`config.mk`:
```
export PLATFORM = sky130hd
export DESIGN_NAME = sccr_top
export DESIGN_NICKNAME = d
export VERILOG_FILES = /design/src/verilog/sccr_pkg.sv /design/src/verilog/sccr_top.sv
export SDC_FILE = /design/constraint.sdc
export NUM_CORES = 1
export LEC_CHECK = 0
export BUFFER_PORTS_ARGS = -buffer_cell sky130_fd_sc_hd__clkbuf_2
export CELL_PAD_IN_SITES_DETAIL_PLACEMENT = 1
export CELL_PAD_IN_SITES_GLOBAL_PLACEMENT = 2
export CORE_AREA = 2 2 298 212
export DETAILED_ROUTE_END_ITERATION = 10
export DIE_AREA = 0 0 300 214
export PLACE_DENSITY_LB_ADDON = 0.12
export SYNTH_ARGS = -nofsm -noshare
export SYNTH_HDL_FRONTEND = slang
export SYNTH_SLANG_ARGS = --single-unit
```
`constraint.sdc`:
```
create_clock -name sys_clk -period 2.5 [get_ports sys_clk]
set_input_delay 0.125 -clock sys_clk [delete_from_list [all_inputs] [get_ports sys_clk]]
set_output_delay 0.125 -clock sys_clk [all_outputs]
set_load 0.01 [all_outputs]
```
`src/verilog/sccr_pkg.sv`:
```
// Package: constants for the system clock and reset control block
`default_nettype none
package sccr_pkg;
  // Register offsets (byte addresses)
  localparam logic [7:0] OFF_SWRST = 8'h08;
  localparam logic [7:0] OFF_RSTEN = 8'h18;
  localparam logic [7:0] OFF_RSTST = 8'h1C;
  localparam logic [7:0] OFF_PRST = 8'h20;
  localparam logic [7:0] OFF_PGATE = 8'h30;
  localparam logic [7:0] OFF_CSRC = 8'h40;
  localparam logic [7:0] OFF_MSEL = 8'h44;
  localparam logic [7:0] OFF_LVOPT = 8'h70;
  localparam logic [7:0] OFF_KSEL0 = 8'h90;
  localparam logic [7:0] OFF_STATE = 8'hB0;
  // Reset values
  localparam logic [7:0] RST_RSTEN = 8'hD1;
  localparam logic [8:0] RST_RSTST = 9'h101;
  localparam logic [31:0] RST_PRST = 32'h30FF_6F5F;
  localparam logic [31:0] RST_PGATE = 32'h0000_6F0F;
  localparam logic [8:0] RST_CSRC = 9'h020;
  localparam logic [2:0] RST_LVOPT = 3'h5;
  localparam logic [16:0] RST_KSEL_ON = 17'h1_0000;
  // Clock source control fields
  localparam int CS_XTAL = 0;
  localparam int CS_PLL = 1;
  localparam int CS_FAST = 2;
  localparam int CS_SLOW = 5;
  localparam int CS_PLLSRC = 8;
  // Main clock select field
  localparam int MS_LSB = 0;
  localparam int MS_DIV = 4;
  // Kernel select fields
  localparam int KS_DIV_LSB = 0;
  localparam int KS_SRC_LSB = 8;
  localparam int KS_PCLK = 16;
  // Reset source bit positions
  localparam int RS_PIN = 0;
  localparam int RS_LVR = 1;
  localparam int RS_WDOG = 2;
  localparam int RS_MFAIL = 3;
  localparam int RS_XFAIL = 4;
  localparam int RS_SW = 5;
  localparam int RS_CPU = 6;
  localparam int RS_POR = 8;
  // Source encodings
  typedef enum logic [1:0] {MSRC_SLOW = 2'h0, MSRC_FAST = 2'h1, MSRC_XTAL = 2'h2, MSRC_PLL = 2'h3} sccr_msrc_t;
  localparam logic [2:0] KSRC_MAIN = 3'h0;
  localparam logic [2:0] KSRC_PCLK = 3'h5;
  // Glitch-free switch states
  typedef enum logic [1:0] {SW_RUN = 2'h0, SW_DROP = 2'h1, SW_PICK = 2'h3} sccr_sw_t;
  // Cold reset sequence states
  typedef enum logic [2:0] {CS_WAITSUP = 3'h0, CS_REGWAIT = 3'h1, CS_LVRWAIT = 3'h3, CS_SYNCWAIT = 3'h2,
    CS_BOOT = 3'h6} sccr_cold_t;
  // Timing
  localparam int CLK_MHZ = 20;
  localparam int INIT_WAIT_US = 4250;
  localparam int SYNC_WAIT_US = 400;
  localparam int INIT_WAIT_CYC = INIT_WAIT_US * CLK_MHZ;
  localparam int SYNC_WAIT_CYC = SYNC_WAIT_US * CLK_MHZ;
endpackage : sccr_pkg
`default_nettype wire

```
`src/verilog/sccr_top.sv`:
```
// Module: system clock selection, kernel clocks and reset control
//
// Overview of operation
// RL1 - Clock source switches never produce runt pulses
// RL2 - Software keeps both sources running when switching
// RL3 - Dead source stalls switch until reset
// RL4 - Kernel clock: five sources, divider 1-255
// RL5 - Free clock off only in stop; core idle-gated
// RL6 - Software keeps core clock at most 96MHz
// RL7 - Per-peripheral clock gates; gated registers unreadable
// RL8 - Peripheral clock stops in stop mode
// RL9 - Main clock defaults to slow oscillator
// RL10 - Fast oscillator enabled by source control bit
// RL11 - Software routes crystal pins, awaits stabilisation
// RL12 - Software steps slow, crystal, PLL with waits
// RL13 - Software sequence: wait 7, divide 2, restore
// RL14 - Software picks flash wait by frequency
// RL15 - Seven kernel selectors; some allow peripheral clock
// RL16 - Cold from power-on; warm from seven sources
// RL17 - Power-on at 1.1V starts slow oscillator
// RL18 - Init 4.25ms, release at LOW_VOLTAGE_RESET, 0.4ms sync
// RL19 - Warm sources enabled, occurrences recorded
// RL20 - Warm reset hits only unmasked peripherals
// RL21 - Low voltage gives reset or interrupt
// RL22 - Stop forces slow main, crystal PLL, sources off
// RL23 - Warm reset release synchronised to clock
// RL24 - Divider restarts on rewrite
`default_nettype none
module sccr_top #(
  parameter int KCH = 7,
  parameter logic [KCH-1:0] PCLK_OK = 7'b000_1101,
  parameter int INIT_CYC = sccr_pkg::INIT_WAIT_CYC,
  parameter int SYNC_CYC = sccr_pkg::SYNC_WAIT_CYC
) (
  input wire logic sys_clk,
  input wire logic rstn,
  input wire logic [7:0] regAddr,
  input wire logic [31:0] regWdata,
  input wire logic regWr,
  input wire logic regRd,
  output logic [31:0] regRdata,
  input wire logic supplyAbove1v1,
  input wire logic regulatorStable,
  input wire logic supplyAboveLvr,
  input wire logic slowOscLvl,
  input wire logic fastOscLvl,
  input wire logic crystalLvl,
  input wire logic pllLvl,
  input wire logic externalResetPinN,
  input wire logic lowVoltageEvt,
  input wire logic watchdogRstReq,
  input wire logic mainClkFail,
  input wire logic crystalFail,
  input wire logic cpuRstReq,
  input wire logic stopMode,
  input wire logic idleMode,
  output logic slowOscEn,
  output logic fastOscEn,
  output logic crystalEn,
  output logic pllEn,
  output logic pllSrcFast,
  output logic mainClkLvl,
  output logic [1:0] coreDivSel,
  output logic freeRunningCoreClockEn,
  output logic coreBusClkEn,
  output logic [31:0] periphClkEn,
  output logic [31:0] periphRegReadEn,
  output logic [KCH-1:0] kernelTick,
  output logic bootRelease,
  output logic warmRstN,
  output logic [31:0] periphRstN,
  output logic lowVoltageIrq
);

  // ----------------------------------------------------------------
  // Register file
  // ----------------------------------------------------------------
  logic [7:0] rstEn_q, rstEn_d;
  logic [8:0] rstSt_q, rstSt_d;
  logic [31:0] pRst_q, pRst_d, pGate_q, pGate_d;
  logic [8:0] cSrc_q, cSrc_d;
  logic [5:0] mSel_q, mSel_d;
  logic [2:0] lvOpt_q, lvOpt_d;
  logic [16:0] kSel_q [KCH], kSel_d [KCH];
  logic [31:0] rdata_q, rdata_d;
  logic swRst_q, swRst_d;
  logic [8:0] rstEvt;
  logic stop_q, stopEnter;
  sccr_pkg::sccr_sw_t mState_q, mState_d;
  logic [1:0] mCur_q, mCur_d;

  function automatic logic isKsel(input logic [7:0] a, input int ch);
    isKsel = (a == sccr_pkg::OFF_KSEL0 + 8'(4 * ch));
  endfunction : isKsel

  assign stopEnter = stopMode & ~stop_q;

  always_comb
  begin
    rstEn_d = rstEn_q;
    pRst_d = pRst_q;
    pGate_d = pGate_q;
    cSrc_d = cSrc_q;
    mSel_d = mSel_q;
    lvOpt_d = lvOpt_q;
    kSel_d = kSel_q;
    swRst_d = 1'b0;
    rstSt_d = rstSt_q;
    rdata_d = 32'h0000_0000;
    if (regWr)
    begin
      case (regAddr)
        sccr_pkg::OFF_SWRST: swRst_d = regWdata[0];
        sccr_pkg::OFF_RSTEN: rstEn_d = regWdata[7:0];
        sccr_pkg::OFF_RSTST: rstSt_d = rstSt_q & ~regWdata[8:0];
        sccr_pkg::OFF_PRST: pRst_d = regWdata;
        sccr_pkg::OFF_PGATE: pGate_d = regWdata;
        sccr_pkg::OFF_CSRC: cSrc_d = regWdata[8:0];
        sccr_pkg::OFF_MSEL: mSel_d = regWdata[5:0];
        sccr_pkg::OFF_LVOPT: lvOpt_d = regWdata[2:0];
        default: ;
      endcase
      for (int i = 0; i < KCH; i++)
      begin
        if (isKsel(regAddr, i))
          kSel_d[i] = regWdata[16:0];
      end
    end
    rstSt_d = rstSt_d | rstEvt; // [RL19]
    if (stopEnter)
    begin
      mSel_d[1:0] = sccr_pkg::MSRC_SLOW; // [RL22]
      cSrc_d[sccr_pkg::CS_PLLSRC] = 1'b0;
      cSrc_d[sccr_pkg::CS_XTAL] = 1'b0;
      cSrc_d[sccr_pkg::CS_PLL] = 1'b0;
      cSrc_d[sccr_pkg::CS_FAST] = 1'b0;
    end
    if (regRd)
    begin
      case (regAddr)
        sccr_pkg::OFF_RSTEN: rdata_d = {24'h00_0000, rstEn_q};
        sccr_pkg::OFF_RSTST: rdata_d = {23'h00_0000, rstSt_q};
        sccr_pkg::OFF_PRST: rdata_d = pRst_q;
        sccr_pkg::OFF_PGATE: rdata_d = pGate_q;
        sccr_pkg::OFF_CSRC: rdata_d = {23'h00_0000, cSrc_q};
        sccr_pkg::OFF_MSEL: rdata_d = {26'h000_0000, mSel_q};
        sccr_pkg::OFF_LVOPT: rdata_d = {29'h0000_0000, lvOpt_q};
        sccr_pkg::OFF_STATE: rdata_d = {28'h000_0000, mState_q, mCur_q};
        default: rdata_d = 32'h0000_0000;
      endcase
      for (int i = 0; i < KCH; i++)
      begin
        if (isKsel(regAddr, i))
          rdata_d = {15'h0000, kSel_q[i]};
      end
    end
  end

  always_ff @(posedge sys_clk or negedge rstn)
  begin
    if (!rstn)
    begin
      rstEn_q <= sccr_pkg::RST_RSTEN;
      rstSt_q <= sccr_pkg::RST_RSTST;
      pRst_q <= sccr_pkg::RST_PRST;
      pGate_q <= sccr_pkg::RST_PGATE;
      cSrc_q <= sccr_pkg::RST_CSRC;
      mSel_q <= 6'h00; // [RL9]
      lvOpt_q <= sccr_pkg::RST_LVOPT;
      for (int i = 0; i < KCH; i++)
        kSel_q[i] <= (i == 0 || i == KCH - 1) ? sccr_pkg::RST_KSEL_ON : 17'h0_0000;
      rdata_q <= 32'h0000_0000;
      swRst_q <= 1'b0;
      stop_q <= 1'b0;
    end
    else
    begin
      rstEn_q <= rstEn_d;
      rstSt_q <= rstSt_d;
      pRst_q <= pRst_d;
      pGate_q <= pGate_d;
      cSrc_q <= cSrc_d;
      mSel_q <= mSel_d;
      lvOpt_q <= lvOpt_d;
      kSel_q <= kSel_d;
      rdata_q <= rdata_d;
      swRst_q <= swRst_d;
      stop_q <= stopMode;
    end
  end

  assign regRdata = rdata_q;
  assign fastOscEn = cSrc_q[sccr_pkg::CS_FAST]; // [RL10]
  assign crystalEn = cSrc_q[sccr_pkg::CS_XTAL];
  assign pllEn = cSrc_q[sccr_pkg::CS_PLL];
  assign pllSrcFast = cSrc_q[sccr_pkg::CS_PLLSRC];
  assign coreDivSel = mSel_q[sccr_pkg::MS_DIV +: 2];
  assign freeRunningCoreClockEn = ~stopMode; // [RL5]
  assign coreBusClkEn = ~stopMode & ~idleMode; // [RL5]
  assign periphClkEn = pGate_q & {32{~stopMode}}; // [RL7] [RL8]
  assign periphRegReadEn = periphClkEn; // [RL7]

  // ----------------------------------------------------------------
  // Main clock glitch-free switch
  // ----------------------------------------------------------------
  logic mLvl_q, mLvl_d;
  logic [3:0] srcVec;
  assign srcVec = {pllLvl, crystalLvl, fastOscLvl, slowOscLvl};

  always_comb
  begin
    mState_d = mState_q;
    mCur_d = mCur_q;
    mLvl_d = 1'b0;
    case (mState_q)
      sccr_pkg::SW_RUN:
      begin
        mLvl_d = srcVec[mCur_q];
        if (mSel_q[sccr_pkg::MS_LSB +: 2] != mCur_q)
          mState_d = sccr_pkg::SW_DROP;
      end
      sccr_pkg::SW_DROP:
      begin
        mLvl_d = srcVec[mCur_q] & mLvl_q; // [RL1]
        if (!srcVec[mCur_q])
          mState_d = sccr_pkg::SW_PICK; // [RL3]
      end
      sccr_pkg::SW_PICK:
        if (!srcVec[mSel_q[1:0]])
        begin
          mCur_d = mSel_q[1:0]; // [RL1] [RL3]
          mState_d = sccr_pkg::SW_RUN;
        end
      default: mState_d = sccr_pkg::SW_RUN;
    endcase
  end

  always_ff @(posedge sys_clk or negedge rstn)
  begin
    if (!rstn)
    begin
      mState_q <= sccr_pkg::SW_RUN;
      mCur_q <= sccr_pkg::MSRC_SLOW; // [RL9]
      mLvl_q <= 1'b0;
    end
    else
    begin
      mState_q <= mState_d;
      mCur_q <= mCur_d;
      mLvl_q <= mLvl_d;
    end
  end
  assign mainClkLvl = mLvl_q;

  // ----------------------------------------------------------------
  // Kernel clock selectors and dividers
  // ----------------------------------------------------------------
  logic [5:0] kSrcVec;
  assign kSrcVec = {mLvl_q, fastOscLvl, slowOscLvl, pllLvl, crystalLvl, mLvl_q};

  genvar g;
  generate
    for (g = 0; g < KCH; g++)
    begin : gKern
      sccr_pkg::sccr_sw_t st_q, st_d;
      logic [2:0] cur_q, cur_d, req;
      logic [7:0] cnt_q, cnt_d, divN;
      logic prev_q, prev_d, tick_q, tick_d, lvl;
      assign req = (kSel_q[g][sccr_pkg::KS_PCLK] && PCLK_OK[g]) ? sccr_pkg::KSRC_PCLK
        : (kSel_q[g][sccr_pkg::KS_SRC_LSB +: 3] > 3'h4 ? sccr_pkg::KSRC_MAIN
        : kSel_q[g][sccr_pkg::KS_SRC_LSB +: 3]); // [RL4] [RL15]
      assign divN = (kSel_q[g][sccr_pkg::KS_DIV_LSB +: 8] == 8'h00) ? 8'h01
        : kSel_q[g][sccr_pkg::KS_DIV_LSB +: 8]; // [RL4]
      assign lvl = kSrcVec[cur_q];
      always_comb
      begin
        st_d = st_q;
        cur_d = cur_q;
        cnt_d = cnt_q;
        prev_d = lvl;
        tick_d = 1'b0;
        case (st_q)
          sccr_pkg::SW_RUN:
          begin
            if (lvl && !prev_q)
            begin
              if (cnt_q + 8'h01 >= divN)
              begin
                cnt_d = 8'h00;
                tick_d = 1'b1; // [RL4]
              end
              else
                cnt_d = cnt_q + 8'h01;
            end
            if (req != cur_q)
              st_d = sccr_pkg::SW_DROP;
          end
          sccr_pkg::SW_DROP:
            if (!lvl)
              st_d = sccr_pkg::SW_PICK; // [RL1] [RL3]
          sccr_pkg::SW_PICK:
          begin
            prev_d = 1'b0;
            if (!kSrcVec[req])
            begin
              cur_d = req;
              cnt_d = 8'h00;
              st_d = sccr_pkg::SW_RUN;
            end
          end
          default: st_d = sccr_pkg::SW_RUN;
        endcase
        if (regWr && isKsel(regAddr, g))
          cnt_d = 8'h00; // [RL24]
      end
      always_ff @(posedge sys_clk or negedge rstn)
      begin
        if (!rstn)
        begin
          st_q <= sccr_pkg::SW_RUN;
          cur_q <= sccr_pkg::KSRC_MAIN;
          cnt_q <= 8'h00;
          prev_q <= 1'b0;
          tick_q <= 1'b0;
        end
        else
        begin
          st_q <= st_d;
          cur_q <= cur_d;
          cnt_q <= cnt_d;
          prev_q <= prev_d;
          tick_q <= tick_d;
        end
      end
      assign kernelTick[g] = tick_q;
    end
  endgenerate

  // ----------------------------------------------------------------
  // Cold reset sequence
  // ----------------------------------------------------------------
  sccr_pkg::sccr_cold_t cold_q, cold_d;
  logic [31:0] cCnt_q, cCnt_d;

  always_comb
  begin
    cold_d = cold_q;
    cCnt_d = cCnt_q;
    case (cold_q)
      sccr_pkg::CS_WAITSUP:
        if (supplyAbove1v1)
          cold_d = sccr_pkg::CS_REGWAIT; // [RL17]
      sccr_pkg::CS_REGWAIT:
        if (!regulatorStable)
          cCnt_d = 32'h0000_0000;
        else if (cCnt_q >= 32'(INIT_CYC - 1))
        begin
          cCnt_d = 32'h0000_0000;
          cold_d = sccr_pkg::CS_LVRWAIT; // [RL18]
        end
        else
          cCnt_d = cCnt_q + 32'h0000_0001;
      sccr_pkg::CS_LVRWAIT:
        if (supplyAboveLvr)
          cold_d = sccr_pkg::CS_SYNCWAIT; // [RL18]
      sccr_pkg::CS_SYNCWAIT:
        if (cCnt_q >= 32'(SYNC_CYC - 1))
          cold_d = sccr_pkg::CS_BOOT; // [RL18]
        else
          cCnt_d = cCnt_q + 32'h0000_0001;
      sccr_pkg::CS_BOOT: cold_d = sccr_pkg::CS_BOOT;
      default: cold_d = sccr_pkg::CS_WAITSUP;
    endcase
  end

  always_ff @(posedge sys_clk or negedge rstn)
  begin
    if (!rstn)
    begin
      cold_q <= sccr_pkg::CS_WAITSUP; // [RL16]
      cCnt_q <= 32'h0000_0000;
    end
    else
    begin
      cold_q <= cold_d;
      cCnt_q <= cCnt_d;
    end
  end
  assign bootRelease = (cold_q == sccr_pkg::CS_BOOT);
  assign slowOscEn = (cold_q != sccr_pkg::CS_WAITSUP) & cSrc_q[sccr_pkg::CS_SLOW]; // [RL17]

  // ----------------------------------------------------------------
  // Warm reset sources and release
  // ----------------------------------------------------------------
  logic [6:0] srcRaw;
  logic warmReq, rsync1_q, rsync2_q, lvIrq_q;
  assign srcRaw = {cpuRstReq, swRst_q, crystalFail, mainClkFail, watchdogRstReq,
    lowVoltageEvt & lvOpt_q[0], ~externalResetPinN}; // [RL16] [RL21]
  assign rstEvt = {2'b00, srcRaw & rstEn_q[6:0]}; // [RL19]
  assign warmReq = |rstEvt;

  always_ff @(posedge sys_clk or negedge rstn)
  begin
    if (!rstn)
    begin
      rsync1_q <= 1'b0;
      rsync2_q <= 1'b0;
      lvIrq_q <= 1'b0;
    end
    else
    begin
      rsync1_q <= ~warmReq & bootRelease; // [RL23]
      rsync2_q <= rsync1_q & ~warmReq; // [RL23]
      lvIrq_q <= lowVoltageEvt & ~lvOpt_q[0]; // [RL21]
    end
  end
  assign warmRstN = rsync2_q;
  assign periphRstN = ~(pRst_q & {32{~rsync2_q}}); // [RL20]
  assign lowVoltageIrq = lvIrq_q;

endmodule : sccr_top
`default_nettype wire
```
## Yosys cells after proc, flatten, opt, wreduce, memory -nomap -nowiden

Cells that the tools add are included.

| cells by class | value |
|---|---|
| multiplexer cells | 175 |
| add/subtract/negate cells | 8 |
| reduce and logical (&&, ||, !) cells | 90 |
| equality and inequality tests | 88 |
| magnitude comparators | 32 |
| bitwise logic cells | 30 |

Operators by type and width:

| cell | number |
|---|---|
| $mux W32 | 11 |
| $mux W8 | 35 |
| $pmux W32 S8 | 1 |
| $pmux W8 S2 | 7 |
| $and A32 B32 Y32 | 2 |
| $eq A8 B8 Y1 const B | 8 |
| $pmux W32 S2 | 1 |
| $ne A2 B2 Y1 const B | 30 |
| $add A8 B1 Y8 const B | 7 |
| $ge A8 B8 Y1 | 7 |
| $logic_not A8 Y1 | 7 |
| $lt A3 B4 Y1 const B | 14 |
| $mux W2 | 27 |
| $mux W3 | 16 |
| $pmux W2 S3 | 8 |
| $reduce_and A2 Y1 | 24 |
| $mux W1 | 47 |
| $reduce_and A3 Y1 | 15 |
| $bmux W1 S3 | 14 |
| $ne A3 B3 Y1 const B | 14 |
| $mux W9 | 4 |
| $add A32 B1 Y32 const B | 1 |
| $ge A32 B13 Y1 const B | 1 |
| $ge A32 B17 Y1 const B | 1 |
| other kinds (31) | 121 |

| word-level totals | value |
|---|---|
| bits of input ports | 59 |
| output and inout bits | 148 |
| register bits after elaboration | 400 |

## Depth between registers and ports, before layout

Gate-level depths: netlist of the first run.

| depth | value |
|---|---|
| depth after elaboration | 10 |
| gate-level depth with buffers | 11 |

## Worst setup path before layout of the first run

No wires, ideal clock.

| timing path | value |
|---|---|
| path kind | register -> register |
| from | register gKern[1].cnt_q[0] |
| to | register gKern[1].cnt_q[2] |
| library setup time | 0.068 ns |
| data arrival time | 2.701 ns |
| path buffers | 0 |
| stages on the path, launching flop included | 11 |
| path slack | -0.269 ns |
| cell sequence | dfrtp_1 -> and3_1 -> nand3_1 -> and2_1 -> or2_2 -> ha_1 -> a2111oi_0 -> o21ai_0 -> a2111oi_2 -> o21ai_0 -> nand2_1 |

| on the way | value |
|---|---|
| cells in the longest elaborated chain, start to end | 6 |

RTL lines:

| what | RTL line | source |
|---|---|---|
| from (decl) | sccr_top.sv:267 | `logic [7:0] cnt_q, cnt_d, divN;` |
| from (signal assigned) | sccr_top.sv:330 | `cnt_q <= cnt_d;` |
| $add A8 B1 Y8 * | sccr_top.sv:287, sccr_top.sv:293 |  |
| $ge A8 B8 Y1 | sccr_top.sv:287 | `if (cnt_q + 8'h01 >= divN)` |
| $mux W8 * | sccr_top.sv:287 |  |
| $mux W8 * | sccr_top.sv:285 | `if (lvl && !prev_q)` |
| $pmux W8 S2 * | sccr_top.sv:282 | `case (st_q)` |
| $mux W8 * | sccr_top.sv:313 | `if (regWr && isKsel(regAddr, g))` |

Every way passes the cells marked *; elsewhere a longest branch is shown, timed or not. The select of a mux whose other input is x is not followed.
A chain may end at the register's enable or synchronous reset.

## Final worst setup path of the first run

| timing path | value |
|---|---|
| from | register gKern[1].cnt_q[0] |
| to | register gKern[1].cnt_q[1] |

Same word-level chain as after synthesis.

==> results of run 1 <==
[flip-flops by register name, indices dropped and copies added (netlist names), 2 cells and up, named ones only]
register and count:
cCnt_q 32, cSrc_q 9, cold_q 2, gKern.cnt_q 56
gKern.cur_q 21, gKern.prev_q 7, gKern.st_q 14, gKern.tick_q 7
kSel_q 119, lvOpt_q 3, mCur_q 2, mSel_q 6
mState_q 2, pGate_q 32, pRst_q 32, regRdata 32
rstEn_q 8, rstSt_q 9
[logic make-up after synthesis]
logic type | share of synthesized area
fa+ha+maj | 0.03657
flops | 0.4596
compound gates | 0.1440
mux | 0.1446
buf+inv | 0.04794
xor+xnor | 0.02120
simple gates | 0.1461
[layout make-up]
type,instances,share of cell area
multi-input cells,1441,0.4237
flip-flops and latches,400,0.3666
repair buffers,437,0.1085
clock buffers,70,0.04960
well taps,819,0.03730
inverters,80,0.01111
clock inverters,14,0.003006
diodes,2,0.0001822
[worst max-delay path by stage]
stage / start / endpoint / slack [ns] / cells after the start
3_5_place_dp: gKern[2].cnt_q[0] / gKern[2].cnt_q[0] / -0.17 / 10
4_1_cts: gKern[5].cnt_q[4] / gKern[5].cnt_q[0] / 0.002 / 10
6_report: gKern[1].cnt_q[0] / gKern[1].cnt_q[1] / -0.04 / 10
5_1_grt: gKern[1].cnt_q[0] / gKern[1].cnt_q[1] / -0.13 / 10
3_3_place_gp: gKern[1].cnt_q[1] / gKern[1].cnt_q[2] / -0.04 / 11
2_1_floorplan: gKern[1].cnt_q[0] / gKern[1].cnt_q[0] / 0.0005 / 9
[cells in the final DEF, fill, tap and decap left out, types with 37 or more instances in the layout]
cell	netlist	routed
a22o_1	55	55
mux2_2	194	189
a21oi_1	85	79
nor2b_1	56	56
dfrtp_1	357	352
nand2b_1	63	61
ha_1	64	44
nand3_1	55	38
o21ai_0	76	73
nand2_1	120	114
buf_4	42	187
clkbuf_2	4	205
dfstp_2	43	43
inv_1	78	73
clkbuf_16	0	47
nor2_1	127	123
mux2i_1	52	52
mux2_1	37	37
[per-stage QoR]
step,instance area (um2),power (mW),util,hold WS (ns)
floorplan,21950,11.29,-,-0.1706
global placement,24670,13.35,0.4040,0.1556
detailed placement,24670,13.56,0.4040,0.1477
CTS,26680,20.50,0.4370,0.006234
global route,27470,21.63,0.4500,0.02068
finish,27470,20.44,0.4500,0.05031
[power groups by stage]
stage	clock [mW]	sequential, mW	combinational (mW)
after floorplan	0	7.80	3.49
after global placement	0	8.06	5.29
after detailed placement	0	8.11	5.44
after CTS	6.83	8.01	5.66
after global routing	7.07	8.18	6.38
final	6.61	8.05	5.77
[cell usage after synthesis, types with 16 or more instances]
master,number
nor4_1,23
buf_2,31
dfstp_2,43
inv_1,78
clkbuf_1,62
and2_1,16
o21ai_0,76
a22o_1,55
nor3_1,18
buf_4,42
a21oi_1,85
mux2_1,37
nand2_1,120
dfrtp_1,357
o21a_1,18
a31oi_1,25
a21o_1,31
nand2b_1,63
o22ai_1,18
ha_1,64
mux2_2,194
xor2_1,24
mux2i_1,52
nor2_1,127
xnor2_1,29
nor2b_1,56
nand3_1,55
and3_1,19
[critical path, delay by kind of cell (launching register included)]
kind / cells / cell delay, ns
compound gates: 4 / 0.92
simple gates: 4 / 0.71
flops: 1 / 0.43
fa+ha+maj: 1 / 0.23
buf+inv: 1 / 0.19
[layer usage]
layer,vias to the layer above,track usage
met3,122,0.04341
met4,6,0.07083
met2,328,0.3627
li1,8140,-
met1,9174,0.3503
met5,-,0
[timing repair]
item	CTS	global route
endpoints found under the hold margin	218	0
resized for setup	40	104
hold buffers	31	0
setup buffers	12	24
pin swaps	14	54
setup endpoints to repair	56	89
==> flow_metrics.tcl, run 1 <==
set metrics [dict create \
    yosysSeqAreaShare 0.4596 \
    p_sw_frac 0.3302 \
    synth_area_leaders "dfrtp_1, mux2_2, dfstp_2, ha_1, mux2i_1" \
    clk_latency_ns 0.59 \
    synth.distinct_cells 89 \
    multi_input_area_mm2 0.01164 \
    worst_slack_ns -0.03582 \
    cp_slowest_cell "dfrtp_1" \
    rsz0062_at_grt "true" \
    post-dp-hpwl_mm 56.37 \
    seqPwrFrac 0.394 \
    pre_cts_slack_ns -0.1672 \
    io_buffers 206 \
    nets 2528 \
    via_count 17770 \
    drc 0 \
    cts_tree "yes" \
    ir_worst_vdd_v 0.0005118 \
    r2r.worst_path.cells 10 \
    post_drt_wl_per_cell_um 23.91 \
    hold_viol_final 0 \
    wirelength_mm 78.02 \
    syn_area_mm2 0.02190 \
    ys.flop_type "dfrtp_1" \
    status "finished with violations" \
    cts_buffer_depth 3 \
    p_int_mw 13.69 \
    finalSetupViolCount 7 \
    ios 207 \
    htreeDepth 2 \
    max_freq_mhz 394.4 \
    cpPeakStageDelay_ns 0.43 \
    crit_chain "and3_4 > nand3_4 > and2_4 > or2_4 > ha_4 > a2111oi_4 > o21ai_2 > a2111oi_4 > buf_6 > a22o_1" \
    grt_pass1_vias 18690 \
    synthesis.nets 2188 \
    ff_latch_area_mm2 0.01007 \
    final_cell_count_no_fill 3263 \
    r2r-start "gKern[1].cnt_q[0]" \
    worstReg2RegEnd "gKern[1].cnt_q[1]" \
    drv_cap 0 \
    synth-seq-cells 400 \
    synthArstFlopShare 1.000 \
    die_y_um 214 \
    cp.arrival_ns 3.05 \
    synth-edff-count 0 \
    synth_warnings 0 \
    numClockSinks 400 \
    path_clk_slew_ns 0.06 \
    yosysTopAreaCell "dfrtp_1" \
    slew_headroom 0.5170 \
    numCtsBuffers 45 \
    min_delay_path_depth 2 \
    grt.total_usage 0.2404 \
    start_kind "flip-flop" \
    p_clk_frac 0.324 \
    rows 76 \
    tightestPinTransition_ns 0.7228 \
    gp_congestion 0.9182 \
    syn_to_final_growth_pct 25.45 \
    crit_top_cell "a2111oi_4" \
    dieArea_mm2 0.06420 \
    grt_antenna_before_repair 9 \
    hold_path_class "in -> reg" \
    fin_crit_ns 2.536 \
    top_layer_used "met5" \
    grt_first_pass_wirelength_mm 119.0 \
    viasPerCell 5.446 \
    power.density_mw_per_mm2 744.0 \
    nFillCells 6711 \
    ant_nets 0 \
    initialDrtViolationCount 918 \
    placed_cells 3111 \
    finalCritPeriodShare 1.014 \
    wl_met3_mm 3.574 \
    p_sw_mw 6.748 \
    core_mm2 0.06105 \
    floorplan.die.width_um 300 \
    clock_skew_ns 0.02304 \
    p_leak_nw 12.99 \
    synth.top_cell.area_share 0.4080 \
    r2r_slack_ns -0.04 \
    slew_violations 0 \
    wl_met1_mm 37.39 \
    power_frac_comb 0.282 \
    grt_max_degree 73 \
    violations "negative setup slack" \
    synth_cells 2065 \
    worst_hold_startpoint "regWdata[9]" \
    initial_core_util 0.3587 \
    crit_fanout 8 \
    firstDrtPassIters 7 \
    cts_root_buf "clkbuf_16" \
    worst_setup_path_end_kind "flip-flop" \
    wl_met2_mm 34.91 \
    cp.required_ns 3.01 \
    overflow 0 \
    crit_type "reg -> reg" \
    drive_above_1_share 0.3542 \
    final.setup.tns_ns -0.1349 \
    syn_area_per_cell_um2 10.60 \
    min_to "pGate_q[9]" \
]
Power figures use the tool's default switching activity.
==> run 2, diff against run 1 <==
--- a/config.mk
+++ b/config.mk
@@ -11,7 +11,7 @@
 export CORE_AREA = 2 2 298 212
 export DETAILED_ROUTE_END_ITERATION = 10
 export DIE_AREA = 0 0 300 214
-export PLACE_DENSITY_LB_ADDON = 0.12
+export PLACE_DENSITY = 0.83
 export SYNTH_ARGS = -nofsm -noshare
 export SYNTH_HDL_FRONTEND = slang
 export SYNTH_SLANG_ARGS = --single-unit
==> run 2 against run 1 <==
The run still ends with negative setup slack left; core utilization shrank 0.18 points; fmax shrank 2.3%; non-clock buffer count shrank 18; worst hold slack lost 0.017 ns; total power shrank 0.51%; clock power shrank 0.8%; die area is the same; via count grew 2.3%; routed wire length grew 0.68%; register-to-register slack lost 0.06 ns; critical path type unchanged; cell count shrank 0.86%; largest cell class unchanged.
==> flow_metrics.tcl, run 2 (synthesized netlist as in run 1, its figures left out) <==
set metrics [dict create \
    status "finished with violations" \
    violations "negative setup slack" \
    grt_max_degree 100 \
    crit_top_cell "a2111oi_4" \
    nets 2508 \
    cp_slowest_cell "dfrtp_1" \
    cts_buffer_depth 3 \
    holdWs_ns 0.03295 \
    largest_register_ffs 119 \
    p_sw_frac 0.3336 \
    initialDrtViolationCount 1290 \
    clk_latency_ns 0.57 \
    rsz0062_at_grt "true" \
    seqPwrFrac 0.396 \
    p_clk_frac 0.323 \
    grt_antenna_before_repair 8 \
    worst_slack_ns -0.09473 \
    start_kind "flip-flop" \
    crit_chain "and3_4 > nand3_4 > and2_4 > or2_4 > ha_4 > a2111oi_4 > o21ai_2 > a2111oi_4 > buf_6 > a22o_1" \
    floorplan.die.width_um 300 \
    cp.arrival_ns 3.10 \
    tightestPinTransition_ns 0.7493 \
    worstReg2RegEnd "gKern[1].cnt_q[4]" \
    drv_cap 0 \
    grt_first_pass_wirelength_mm 119.8 \
    cts_root_buf "clkbuf_16" \
    p_leak_nw 12.88 \
    placed_area_mm2 0.02448 \
    hold_path_class "in -> reg" \
    numClockSinks 400 \
    power.density_mw_per_mm2 743.2 \
    crit_type "reg -> reg" \
    initial_core_util 0.3587 \
    grt.total_usage 0.2402 \
    ios 207 \
    gp_congestion 0.9022 \
    overflow 0 \
    cpPeakStageDelay_ns 0.43 \
    regMostFlops "kSel_q" \
    mostFrequentLayoutCell "dfrtp_1" \
    ant_nets 0 \
    largest_registers "kSel_q (119), gKern.cnt_q (56)" \
    p_int_mw 13.55 \
    syn_to_final_growth_pct 24.95 \
    fin_total_pwr_mw 20.33 \
    cts_tree "yes" \
    post_drt_wl_per_cell_um 24.28 \
    path_clk_slew_ns 0.06 \
    drive_above_1_share 0.3551 \
    cp.required_ns 3.00 \
    crit_fanout 8 \
    via_count 18180 \
    htreeDepth 2 \
    firstDrtPassIters 5 \
    diodes 0 \
    rows 76 \
    pre_cts_slack_ns -0.2478 \
    slew_violations 0 \
    drc 0 \
    fin_crit_ns 2.595 \
    finalCritPeriodShare 1.038 \
    crit_end "gKern[1].cnt_q[4]" \
    power_frac_comb 0.281 \
    ir_worst_vdd_v 0.0004111 \
    die_y_um 214 \
    grt_pass1_vias 19400 \
    max_freq_mhz 385.4 \
    worst_setup_path_end_kind "flip-flop" \
    final_cell_mix "dfrtp_1, clkbuf_2, mux2_2" \
    post-dp-hpwl_mm 55.90 \
    r2r_slack_ns -0.09 \
    core_mm2 0.06105 \
    p_sw_mw 6.784 \
    dieArea_mm2 0.06420 \
    slew_headroom 0.4993 \
    wirelength_mm 78.54 \
    r2r-start "gKern[1].cnt_q[1]" \
    utilization 0.4482 \
    viasPerCell 5.619 \
    numCtsBuffers 43 \
    r2r.worst_path.cells 10 \
    io_buffers 206 \
    finalSetupViolCount 8 \
    clock_skew_ns 0.01579 \
    postLayoutCellArea_mm2 0.02736 \
    hold_viol_final 0 \
    timing.critical_path.from "gKern[1].cnt_q[1]" \
]
[run 2: cell types whose count changed in the layout (fill, tap and decap cells not counted), moves of 4 or more]
cell / change
ha_1: -5
buf_4: -13
nand3_4: +4
nor2_1: -4
clkbuf_8: -4
clkbuf_1: -6
bufinv_16: +4
clkbuf_16: -4
[run 2: cell type report]
class,count,area [um2]
clock inverters,20,211.5
well taps,819,1025
flip-flops and latches,400,10070
repair buffers,419,2804
inverters,80,302.8
fillers,6724,33690
clock buffers,56,1185
multi-input cells,1441,11770
[run 2: metrics by stage]
step                instances  TNS (ns)
global route             3235    -4.084
detailed placement       3093    -6.874
floorplan                2065         0
global placement         3093   -0.5493
CTS                      3218   -0.3551
finish                   3235   -0.6268
[run 2: repair_timing]
item	in CTS	in global routing
endpoints found under the hold margin	392	0
setup buffers	22	18
gates resized for setup	61	102
setup endpoints to repair	56	82
hold buffers	28	0
pin swaps	26	62
[run 2: per-layer routing]
layer  up-vias  global-route usage  wire, um
met5         -                   0        55
met4         8             0.05900      1685
met3       127             0.04737      4908
met2       470              0.3845     37020
met1      9470              0.3334     34880
li1       8101                   -         -
[run 2: how the worst min path moves through the flow]
stage,slack (ns),endpoint,startpoint,cells after the start
2_1_floorplan,-0.17,asynchronous set/reset pin,rstn,0
4_1_cts,0.003,pGate_q[9],regWdata[9],2
3_5_place_dp,0.06,gKern[6].tick_q,rstn,1
3_3_place_gp,0.06,gKern[6].tick_q,rstn,1
5_1_grt,0.03,pGate_q[9],regWdata[9],2
6_report,0.03,pGate_q[9],regWdata[9],2
[run 2: power groups by stage]
stage	sequential, mW	combinational [mW]	clock [mW]
after detailed placement	8.12	5.28	0
after floorplan	7.80	3.49	0
final	8.05	5.72	6.56
after global placement	8.04	5.04	0
after CTS	8.02	5.50	6.69
after global routing	8.17	6.25	6.98
[run 2: critical path: cells and delay by family, from the launching register on]
family	cells	cell delay, ns
compound gates	4	0.98
fa+ha+maj	1	0.23
buf+inv	1	0.19
flops	1	0.43
simple gates	4	0.71
==> run 3, diff against run 2 <==
--- a/config.mk
+++ b/config.mk
@@ -5,13 +5,15 @@
 export SDC_FILE = /design/constraint.sdc
 export NUM_CORES = 1
 export LEC_CHECK = 0
+export ABC_AREA = 1
 export BUFFER_PORTS_ARGS = -buffer_cell sky130_fd_sc_hd__clkbuf_2
 export CELL_PAD_IN_SITES_DETAIL_PLACEMENT = 1
 export CELL_PAD_IN_SITES_GLOBAL_PLACEMENT = 2
-export CORE_AREA = 2 2 298 212
+export CORE_AREA = 2 2 313 222
 export DETAILED_ROUTE_END_ITERATION = 10
-export DIE_AREA = 0 0 300 214
-export PLACE_DENSITY = 0.83
+export DIE_AREA = 0 0 315 224
+export PLACE_DENSITY = 0.82
+export SETUP_SLACK_MARGIN = 0.5
 export SYNTH_ARGS = -nofsm -noshare
 export SYNTH_HDL_FRONTEND = slang
 export SYNTH_SLANG_ARGS = --single-unit
==> run 3 against run 2 <==
The flow now finishes without violations; synthesized cell count is 30% higher; sequential power is 4.1% lower; final area is 0.25% lower; via count is 11% higher; sequential cell count stayed put; worst hold slack worse by 0.023 ns; first-iteration DRC count is 4.6% higher; global-route usage is 1.5 points lower; fmax is 6.4% higher; critical endpoint is now gKern[3].cnt_q[3]; largest cell class unchanged; largest power group unchanged.
==> flow_metrics.tcl, run 3 <==
set metrics [dict create \
    status "finished, final reports clean" \
    grt.total_usage 0.2252 \
    tightestPinTransition_ns 0.8727 \
    post_drt_wl_per_cell_um 20.64 \
    gp_congestion 0.8814 \
    initialDrtViolationCount 1349 \
    yosysTopAreaCell "dfrtp_1" \
    numCtsBuffers 46 \
    synth_warnings 0 \
    cts_root_buf "clkbuf_16" \
    seqPwrFrac 0.395 \
    slew_violations 0 \
    final_cell_count_no_fill 3950 \
    final.setup.tns_ns 0 \
    htreeDepth 2 \
    p_sw_frac 0.3368 \
    clock_skew_ns 0.02407 \
    p_leak_nw 13.09 \
    floorplan.die.width_um 315 \
    drive_above_1_share 0.2527 \
    fin_total_pwr_mw 19.55 \
    rsz0062_at_grt "true" \
    drc 0 \
    start_kind "flip-flop" \
    mostFrequentLayoutCell "nand2_1" \
    p_clk_frac 0.377 \
    grt_max_degree 101 \
    syn_area_mm2 0.02143 \
    synth-seq-cells 400 \
    grt_antenna_before_repair 3 \
    synth_area_leaders "dfrtp_1, nand2_1, o21ai_0, inv_1, dfstp_2" \
    syn_area_per_cell_um2 7.962 \
    synthArstFlopShare 1.000 \
    hold_path_class "in -> async" \
    ys.flop_type "dfrtp_1" \
    r2r_slack_ns 0.06 \
    cp.arrival_ns 2.92 \
    regMostFlops "kSel_q" \
    slew_headroom 0.4176 \
    synthesis.nets 2814 \
    initial_core_util 0.3171 \
    overflow 0 \
    hold_viol_final 0 \
    power_frac_comb 0.229 \
    grt_first_pass_wirelength_mm 124.6 \
    final_cell_mix "nand2_1, dfrtp_1, o21ai_0" \
    drv_cap 0 \
    yosysSeqAreaShare 0.4697 \
    wirelength_mm 81.53 \
    max_freq_mhz 410.2 \
    p_sw_mw 6.585 \
    finalCritPeriodShare 0.9752 \
    postLayoutCellArea_mm2 0.02729 \
    worstReg2RegEnd "gKern[3].cnt_q[3]" \
    nets 3132 \
    yosys-top-cells-count "nand2_1, dfrtp_1, o21ai_0" \
    firstDrtPassIters 5 \
    worst_setup_path_end_kind "flip-flop" \
    cp.required_ns 2.98 \
    power.density_mw_per_mm2 716.4 \
    rows 80 \
    crit_type "reg -> reg" \
    synth.top_cell.area_share 0.4169 \
    timing.critical_path.from "gKern[3].cnt_q[1]" \
    placed_cells 3732 \
    r2r-start "gKern[3].cnt_q[1]" \
    cts_buffer_depth 3 \
    core_mm2 0.06756 \
    path_clk_slew_ns 0.06 \
    crit_chain "buf_6 > nand3_4 > nor3_4 > nand2_2 > xor2_4 > ha_4 > nand2_2 > buf_4 > o2111a_2 > buf_4 > nand3_2 > o21ai_1" \
    largest_register_ffs 119 \
    grt_pass1_vias 21010 \
    largest_registers "kSel_q (119), gKern.cnt_q (56)" \
    cts_tree "yes" \
    utilization 0.4040 \
    yosysMostFrequentCell "nand2_1" \
    dieArea_mm2 0.07056 \
    ios 207 \
    crit_fanout 4 \
    post-dp-hpwl_mm 59.31 \
    synth.distinct_cells 57 \
    ant_nets 0 \
    via_count 20230 \
    fin_crit_ns 2.438 \
    clk_latency_ns 0.61 \
    r2r.worst_path.cells 12 \
    viasPerCell 5.122 \
    p_int_mw 12.97 \
    io_buffers 206 \
    numClockSinks 400 \
    placed_area_mm2 0.02349 \
    synth-edff-count 0 \
    syn_to_final_growth_pct 27.38 \
    die_y_um 224 \
    finalSetupViolCount 0 \
    ir_worst_vdd_v 0.0004744 \
    cp_slowest_cell "dfrtp_1" \
    synth_cells 2691 \
    cpPeakStageDelay_ns 0.41 \
]
==> run 3: worst max-delay path, delay by kind of cell (launching register included) <==
family	cells	cell delay, ns
DFF	1	0.41
buffers and inverters	3	0.43
xor gates and xnor gates	1	0.22
AOI/OAI and AO/OA	2	0.35
adders and majority gates	1	0.29
and+or+nand+nor	5	0.60
==> run 3: power groups by stage <==
stage	Clock [mW]	Combinational (mW)	Sequential [mW]
3_5_place_dp	0	3.81	7.79
6_report	7.37	4.47	7.72
2_1_floorplan	0	2.53	7.62
4_1_cts	7.49	4.21	7.67
5_1_grt	7.77	5.00	7.79
3_3_place_gp	0	3.57	7.74
==> run 3: worst max path at each step <==
stage | end | slack (ns)
floorplan | gKern[1].cnt_q[0] | 0.41
global placement | gKern[1].cnt_q[0] | 0.03
detailed placement | gKern[1].cnt_q[0] | -0.03
CTS | gKern[3].cnt_q[0] | 0.23
global route | gKern[3].cnt_q[3] | -0.009
finish | gKern[3].cnt_q[3] | 0.06
==> run 3: layout make-up <==
| type | count | area (um2) |
|---|---|---|
| Fill cell | 8058 | 40270 |
| Multi-Input combinational cell | 1841 | 10560 |
| Sequential cell | 400 | 10080 |
| Timing Repair Buffer | 384 | 2618 |
| Clock buffer | 65 | 1313 |
| Inverter | 336 | 1279 |
| Tap cell | 902 | 1129 |
| Clock inverter | 21 | 314.1 |
| Antenna cell | 1 | 2.502 |
==> run 3: what timing repair did <==
action / CTS / global route
pin swaps: 81 / 76
setup buffers: 51 / 37
gates cloned: 2 / 1
endpoints found under the setup margin: 105 / 128
resized for setup: 122 / 138
hold buffers: 40 / 0
endpoints found under the hold margin: 462 / 0
==> run 3: logic make-up after synthesis <==
logic type,count (synthesis),synth area share
fa+ha+maj,64,0.03737
buf+inv,453,0.09045
compound gates,551,0.1410
flops,400,0.4697
simple gates,1167,0.2386
xor+xnor,56,0.02289
==> run 3: per-stage QoR <==
stage	setup slack [ns]	hold slack, ns
detailed placement	-0.03457	0.02654
finish	0.06190	0.01031
floorplan	0.4105	-0.1706
CTS	0.2324	0.01464
global placement	0.02803	0.02276
global route	-0.009069	0.03762
==> run 3: routing by layer <==
layer / global-route usage / part of all wire / routed length (um)
met3: 0.02851 / 0.043 / 3531
met4: 0.05346 / 0.019 / 1575
met2: 0.3524 / 0.46 / 37330
met1: 0.3292 / 0.48 / 39080
met5: 0 / 0.00013 / 11
